`src/rtl/input_ref_cfg.svh`:
```
`ifndef INPUT_REF_CFG_SVH
`define INPUT_REF_CFG_SVH

// Register offsets.
`define INPUT_ACTIVITY_STATUS_ADDR 8'h11
`define FIRST_INPUT_REF_CONFIG_ADDR 8'h22

// Field positions.
`define STAT_SECOND_ALARM_BIT 5
`define STAT_FIRST_ALARM_BIT 1
`define CFG_PREDIVIDER_BIT 7
`define CFG_LOCK8K_BIT 6
`define CFG_FREQ_MSB 3
`define CFG_FREQ_LSB 0

// Reset values.
`define INPUT_ACTIVITY_STATUS_RESET 8'h22
`define FIRST_INPUT_REF_CONFIG_UPPER_RESET 4'h0

`endif

```
`src/rtl/input_ref_pkg.sv`:
```
package input_ref_pkg;

  typedef struct packed {
    logic stat_second_q;
    logic stat_first_q;
    logic predivider_q;
    logic lock8k_q;
    logic [3:0] freq_q;
    logic pins_loaded_q;
    logic route_div_q;
    logic [7:0] rdata_q;
  } regs_s;

endpackage

```
`src/rtl/input_reference_status_config.sv`:
```
// Function
// - Status bit 5 mirrors second input alarm.
// - Status bit 1 mirrors first input alarm.
// - Status register writable only in test mode.
// - Status register resets to 0x22.
// - Config bit 7 selects pre-divider route.
// - Config upper nibble resets zero, lower from pins.
// - Expected frequency code in config bits 3:0.
// - Lock-at-8kHz forces pre-divider route.
`include "input_ref_cfg.svh"

module input_reference_status_config (
  // Clock and reset.
  input wire logic core_clk,
  input wire logic rstn,
  // Register port.
  input wire logic [7:0] reg_addr,
  input wire logic reg_wr_en,
  input wire logic [7:0] reg_wdata,
  input wire logic reg_rd_en,
  output logic [7:0] reg_rdata,
  // Monitors, pins and test mode.
  input wire logic no_activity_first,
  input wire logic no_activity_second,
  input wire logic test_mode,
  input wire logic [2:0] input_frequency_pins,
  input wire logic network_standard_pin,
  // Configuration towards the input path.
  output logic predivider_select,
  output logic lock_at_eight_khz,
  output logic [3:0] expected_input_frequency_code,
  output logic route_via_predivider
);

  input_ref_pkg::regs_s s_q;
  input_ref_pkg::regs_s s_d;

  // Reset words are kept at their full width so that single bits can be picked out
  // of them without any silent truncation.
  localparam logic [7:0] status_reset_value = `INPUT_ACTIVITY_STATUS_RESET;
  localparam logic [3:0] config_upper_reset = `FIRST_INPUT_REF_CONFIG_UPPER_RESET;

  function automatic logic [7:0] status_word(input logic second, input logic first);
    logic [7:0] w;
    w = 8'h00;
    w[`STAT_SECOND_ALARM_BIT] = second;
    w[`STAT_FIRST_ALARM_BIT] = first;
    return w;
  endfunction

  function automatic logic [7:0] config_word(input logic div, input logic l8k,
                                             input logic [3:0] freq);
    logic [7:0] w;
    w = 8'h00;
    w[`CFG_PREDIVIDER_BIT] = div;
    w[`CFG_LOCK8K_BIT] = l8k;
    w[`CFG_FREQ_MSB:`CFG_FREQ_LSB] = freq;
    return w;
  endfunction

  logic wr_status;
  logic wr_config;
  assign wr_status = reg_wr_en && (reg_addr == `INPUT_ACTIVITY_STATUS_ADDR);
  assign wr_config = reg_wr_en && (reg_addr == `FIRST_INPUT_REF_CONFIG_ADDR);

  always_comb
  begin
    s_d = s_q;
    // Alarms follow the monitors outside test mode; in test mode they hold unless a status write loads them.
    if (!test_mode)
    begin
      s_d.stat_second_q = no_activity_second;
      s_d.stat_first_q = no_activity_first;
    end
    else if (wr_status)
    begin
      s_d.stat_second_q = reg_wdata[`STAT_SECOND_ALARM_BIT];
      s_d.stat_first_q = reg_wdata[`STAT_FIRST_ALARM_BIT];
    end
    // Pins are sampled on the first edge after reset release, since an
    // asynchronous reset may only load constants.
    if (!s_q.pins_loaded_q)
    begin
      s_d.pins_loaded_q = 1'b1;
      s_d.freq_q = {network_standard_pin, input_frequency_pins};
    end
    else if (wr_config)
    begin
      s_d.predivider_q = reg_wdata[`CFG_PREDIVIDER_BIT];
      s_d.lock8k_q = reg_wdata[`CFG_LOCK8K_BIT];
      s_d.freq_q = reg_wdata[`CFG_FREQ_MSB:`CFG_FREQ_LSB];
    end
    s_d.route_div_q = s_d.predivider_q | s_d.lock8k_q;
    if (reg_rd_en)
    begin
      case (reg_addr)
        `INPUT_ACTIVITY_STATUS_ADDR:
          s_d.rdata_q = status_word(s_q.stat_second_q, s_q.stat_first_q);
        `FIRST_INPUT_REF_CONFIG_ADDR:
          s_d.rdata_q = config_word(s_q.predivider_q, s_q.lock8k_q, s_q.freq_q);
        default:
          s_d.rdata_q = 8'h00;
      endcase
    end
  end

  always_ff @(posedge core_clk or negedge rstn)
  begin
    if (!rstn)
    begin
      s_q.stat_second_q <= status_reset_value[`STAT_SECOND_ALARM_BIT];
      s_q.stat_first_q <= status_reset_value[`STAT_FIRST_ALARM_BIT];
      s_q.predivider_q <= config_upper_reset[3];
      s_q.lock8k_q <= config_upper_reset[2];
      s_q.freq_q <= 4'h0;
      s_q.pins_loaded_q <= 1'b0;
      s_q.route_div_q <= 1'b0;
      s_q.rdata_q <= 8'h00;
    end
    else
    begin
      s_q <= s_d;
    end
  end

  assign reg_rdata = s_q.rdata_q;
  assign predivider_select = s_q.predivider_q;
  assign lock_at_eight_khz = s_q.lock8k_q;
  assign expected_input_frequency_code = s_q.freq_q;
  assign route_via_predivider = s_q.route_div_q;

  property p_second_alarm;
    @(posedge core_clk) disable iff (!rstn)
      !test_mode |=> (s_q.stat_second_q == $past(no_activity_second));
  endproperty
  a_second_alarm: assert property (p_second_alarm) else $error("second alarm bit wrong");

  // The read path is checked end to end: monitor level, status bit, then read data.
  property p_first_alarm;
    @(posedge core_clk) disable iff (!rstn)
      (!test_mode ##1 (reg_rd_en && reg_addr == `INPUT_ACTIVITY_STATUS_ADDR))
      |=> (reg_rdata[`STAT_FIRST_ALARM_BIT] == $past(no_activity_first, 2));
  endproperty
  a_first_alarm: assert property (p_first_alarm) else $error("first alarm read wrong");

  property p_alarm5_read;
    @(posedge core_clk) disable iff (!rstn)
      (!test_mode ##1 (reg_rd_en && reg_addr == `INPUT_ACTIVITY_STATUS_ADDR))
      |=> (reg_rdata[`STAT_SECOND_ALARM_BIT] == $past(no_activity_second, 2));
  endproperty
  a_alarm5_read: assert property (p_alarm5_read) else $error("bit 5 read wrong");

  property p_status_ro;
    @(posedge core_clk) disable iff (!rstn)
      (!test_mode && wr_status) |=>
        ({s_q.stat_second_q, s_q.stat_first_q}
         == {$past(no_activity_second), $past(no_activity_first)});
  endproperty
  a_status_ro: assert property (p_status_ro) else $error("status written outside test");

  property p_status_test_write;
    @(posedge core_clk) disable iff (!rstn)
      (test_mode && wr_status) |=>
        (s_q.stat_second_q == $past(reg_wdata[`STAT_SECOND_ALARM_BIT]))
        && (s_q.stat_first_q == $past(reg_wdata[`STAT_FIRST_ALARM_BIT]));
  endproperty
  a_status_test_write: assert property (p_status_test_write) else $error("test write lost");

  property p_status_hold_in_test;
    @(posedge core_clk) disable iff (!rstn)
      (test_mode && !wr_status) |=> $stable(s_q.stat_first_q) && $stable(s_q.stat_second_q);
  endproperty
  a_status_hold_in_test: assert property (p_status_hold_in_test) else $error("status moved");

  // The first edge of reset is skipped, since the registers may still be unknown
  // before the reset has been applied once.
  property p_status_reset;
    @(posedge core_clk)
      (!rstn ##1 !rstn) |-> (status_word(s_q.stat_second_q, s_q.stat_first_q)
                 == `INPUT_ACTIVITY_STATUS_RESET);
  endproperty
  a_status_reset: assert property (p_status_reset) else $error("status reset value wrong");

  property p_pin_load;
    @(posedge core_clk) disable iff (!rstn)
      !s_q.pins_loaded_q |=> s_q.pins_loaded_q && !predivider_select && !lock_at_eight_khz
        && (expected_input_frequency_code
            == {$past(network_standard_pin), $past(input_frequency_pins)});
  endproperty
  a_pin_load: assert property (p_pin_load) else $error("pin load wrong");

  property p_config_write;
    @(posedge core_clk) disable iff (!rstn)
      (s_q.pins_loaded_q && wr_config) |=>
        (config_word(predivider_select, lock_at_eight_khz, expected_input_frequency_code)
         == ($past(reg_wdata) & 8'hcf));
  endproperty
  a_config_write: assert property (p_config_write) else $error("config write wrong");

  property p_route;
    @(posedge core_clk) disable iff (!rstn)
      ##1 (route_via_predivider == (predivider_select | lock_at_eight_khz));
  endproperty
  a_route: assert property (p_route) else $error("route select wrong");

  property p_lock_route;
    @(posedge core_clk) disable iff (!rstn)
      lock_at_eight_khz |-> route_via_predivider;
  endproperty
  a_lock_route: assert property (p_lock_route) else $error("lock route missing");

  property p_unused_zero;
    @(posedge core_clk) disable iff (!rstn)
      (reg_rd_en && reg_addr == `INPUT_ACTIVITY_STATUS_ADDR) |=> ((reg_rdata & 8'hdd) == 8'h00);
  endproperty
  a_unused_zero: assert property (p_unused_zero) else $error("unused bits nonzero");

  property p_cfg_unused_zero;
    @(posedge core_clk) disable iff (!rstn)
      (reg_rd_en && reg_addr == `FIRST_INPUT_REF_CONFIG_ADDR) |=> (reg_rdata[5:4] == 2'h0);
  endproperty
  a_cfg_unused_zero: assert property (p_cfg_unused_zero) else $error("bits 5:4 set");

  property p_unmapped_zero;
    @(posedge core_clk) disable iff (!rstn)
      (reg_rd_en && reg_addr != `INPUT_ACTIVITY_STATUS_ADDR
       && reg_addr != `FIRST_INPUT_REF_CONFIG_ADDR) |=> (reg_rdata == 8'h00);
  endproperty
  a_unmapped_zero: assert property (p_unmapped_zero) else $error("unmapped read set");

endmodule // input_reference_status_config

```
`config.mk`:
```
export PLATFORM = sky130hd
export DESIGN_NAME = input_reference_status_config
export DESIGN_NICKNAME = d
export VERILOG_FILES = /design/src/rtl/input_ref_pkg.sv /design/src/rtl/input_reference_status_config.sv
export VERILOG_INCLUDE_DIRS = /design/src /design/src/rtl
export SDC_FILE = /design/constraint.sdc
export NUM_CORES = 1
export LEC_CHECK = 0
export ABC_CLOCK_PERIOD_IN_PS = 1500
export BUFFER_PORTS_ARGS = -buffer_cell sky130_fd_sc_hd__buf_2
export CORE_UTILIZATION = 45
export CTS_CLUSTER_SIZE = 40
export DETAILED_ROUTE_END_ITERATION = 6
export PLACE_DENSITY = 0.75
export SYNTH_ARGS = -nofsm -noshare
export SYNTH_HDL_FRONTEND = slang
export SYNTH_SLANG_ARGS = --single-unit
```
`constraint.sdc`:
```
create_clock -name core_clk -period 1.5 [get_ports core_clk]
set_input_delay 0.075 -clock core_clk [delete_from_list [all_inputs] [get_ports core_clk]]
set_output_delay 0.075 -clock core_clk [all_outputs]
set_load 0.05 [all_outputs]
```
==> flow_summary_export.csv <==
group,metric,value,unit
timing,setup-tns-final,0,ns
layout,layoutNonFillerInstCount,152,
logic_synthesis,yosys.area_share.xor_xnor,0,%
layout,regArea,428,um2
layout,final_util,60.0,%
clocking,clock_path_buffers,2,
clocking,cts.sinks,17,
route,drt-wirelength-per-cell,12.0,um
clocking,root_buffer,"clkbuf_4",
layout,n_antenna_cell,0,
route,first_pass_iters,4,
timing,post-route-period-util,79.8,%
logic_synthesis,syn_inst,96,
layout,nets,155,
logic_synthesis,syn_nets,123,
die,rows,15,
power,pwr_density_cell,846,nW/um2
timing,clock_skew,0.00761,ns
timing,setup_slack,0.303,ns
grt,grt_max_degree,18,
timing,timing.fmax,835,MHz
power,p_switching,276,uW
placed_design,portBuffers,39,
placed_design,numPlacedInstances,145,
setup_path,critPathCaptureType,"flip-flop",
grt,overflow,0,
timing,rsz0062_at_grt,"false",
setup_path,cp.required,1.69,ns
power,comb_power_share,19.4,%
logic_synthesis,yosysWarnings,0,
layout,multi_input_area,340,um2
timing,drv_slew,0,
timing,final-setup-viol-count,0,
power,seqPwrFrac,54.2,%
layout,fillerInstances,174,
timing,min_period,1.20,ns
power,vdd_drop_max,0.452,mV
clocking,cts_tree,"yes",
logic_synthesis,synthMuxAreaShare,3.56,%
clocking,cts_hold_buf,3,
logic_synthesis,synth.avg_cell_area,9.51,um2
placed_design,gp_congestion,0.721,
grt,antenna_found_initial,0,
logic_synthesis,synth_area_leaders,"dfrtp_1, buf_4, dfstp_2",
setup_path,critPathKind,"flip-flop to flip-flop",
status,status,"complete, no violations",
logic_synthesis,syn_area,913,um2
route,vias,784,
power,switching_share,29.9,%
setup_path,critPathLaunchType,"flip-flop",
grt,track_usage,18.3,%
clocking,cts.clk_slew.worst_paths,0.10,ns
logic_synthesis,synth_top_family_by_area,"simple AND/OR/NAND/NOR gates",
route,via_per_inst,5.16,
logic_synthesis,ys_seq_area_share,46.8,%
die,initial_core_util,50.2,%
layout,area_delta_synth_final,19.6,%
clocking,cts_setup_buffers,0,
clocking,htreeDepth,1,
clocking,clkLatencyLatePin,0.29,ns
power,total_power,924,uW
power,internal_power,648,uW
die,die-area,2210,um2
logic_synthesis,synth_compound_area_share,13.7,%
die,die_w,47.1,um
route,drt_wl_total,1820,um
grt,grt_pass1_vias,650,
logic_synthesis,synth_top_area_cell,"dfrtp_1",
logic_synthesis,ys_ff_latch,17,
route,initialDrtViolationCount,8,
logic_synthesis,synth_top_area_share,41.1,%
die,io_pins,42,
power,power.share.clock,26.4,%
logic_synthesis,yosys.area_share.simple,19.2,%
grt,grt_pass1_wl,2790,um
timing,finalHoldViolCount,0,
route,ant_nets,0,
worst_hold_path,holdCritPathClass,"primary input to flip-flop",
setup_path,arrival,1.38,ns
logic_synthesis,synth.distinct_cells,24,
die,die-height,47.1,um
power,p_leak,0.000523,uW
clocking,cts_buffers,3,
placed_design,post-place-ws,0.151,ns
die,core,1820,um2
layout,drive_gt1_share,38.6,%
placed_design,post-dp-hpwl,1390,um
route,drc,0,
setup_path,critPathMaxFanout,9,
logic_synthesis,synthAdderAreaFrac,0,%
clocking,cts_resized,0,
flow_run,drv_cap,0,
-- critical path, cell delays in order (launching register included) --
cell	delay [ns]
dfrtp_1	0.51
nand4_1	0.25
mux2_2	0.33
-- placed cells by master, fill, tap and decap left out, drive strengths merged --
cell type     n
or4bb         2
nand2         6
nand3         2
nor2          9
inv           7
clkbuf        4
dfstp         2
o21ai         1
buf          41
a31oi         7
conb          2
nor4bb        1
mux2          2
o22ai         5
and4bb        1
dfrtp        15
o31ai         6
nand4         8
or4           1
dlygate4sd3   3
nor4          1
mux2i         1
-- cell families (layout without fill, tap and decap cells) --
logic type,count (synthesis),in the layout
multiplexers,3,3
buffers and inverters,24,55
flip-flops,17,17
AO/OA/AOI/OAI,19,19
AND/OR/NAND/NOR,31,31
other,2,2
-- metrics by stage --
stage	area (um2)	hold WS, ns
6_report	1090	0.0276
2_1_floorplan	913	-0.221
5_1_grt	1090	0.0300
3_3_place_gp	1040	0.00590
4_1_cts	1090	0.0119
3_5_place_dp	1040	0.00793
-- power by group through the flow --
stage	registers [uW]	clock network [uW]	logic [uW]
after CTS	501	248	180
after global placement	508	0	171
after detailed placement	510	0	174
after global routing	502	258	198
after floorplan	512	0	121
final	501	244	179
-- worst paths after layout --
path,startpoint,endpoint,slack [ns],cells past startpoint
setup / recovery,s_q[9]$_DFF_PN0_,predivider_select$_DFF_PN0_,0.30,2
hold / removal,reg_wdata[6],lock_at_eight_khz$_DFF_PN0_,0.03,2
setup reg to reg,s_q[9]$_DFF_PN0_,predivider_select$_DFF_PN0_,0.30,2
hold reg to reg,reg_rdata[5]$_DFFE_PN0P_,reg_rdata[5]$_DFFE_PN0P_,0.53,2
max in group asynchronous,rstn,s_q[16]$_DFFE_PN1P_,0.98,2
min in group asynchronous,rstn,reg_rdata[6]$_DFFE_PN0P_,0.21,2
-- final cells by class --
class / instances / area share, %
inverter: 7 / 2.41
timing repair buffer: 44 / 22.0
tap: 25 / 2.86
multi-input combinational: 55 / 31.2
sequential: 17 / 39.2
clock buffer: 4 / 2.41
-- registers in the layout, summed over array words and instances, names as in the netlist --
signal	flops
lock_at_eight_khz	1
reg_rdata	7
route_via_predivider	1
expected_input_frequency_code	4
s_q	3
predivider_select	1
-- Yosys cell counts, drive strengths merged --
master and count:
o31ai 6, mux2i 1, dfrtp 15, conb 2
and4bb 1, dfstp 2, or4bb 2, o22ai 5
nand2 6, or4 1, a31oi 7, inv 7
nor4bb 1, nand3 2, nand4 8, mux2 2
o21ai 1, buf 14, nor2 9, clkbuf 3
nor4 1
-- layer usage --
layer | track usage, % | routed length (um)
met5 | 0 | 0
met4 | 12.0 | 25
met3 | 1.15 | 123
met2 | 28.9 | 844
met1 | 24.4 | 827
Power figures use the tool's default switching activity.
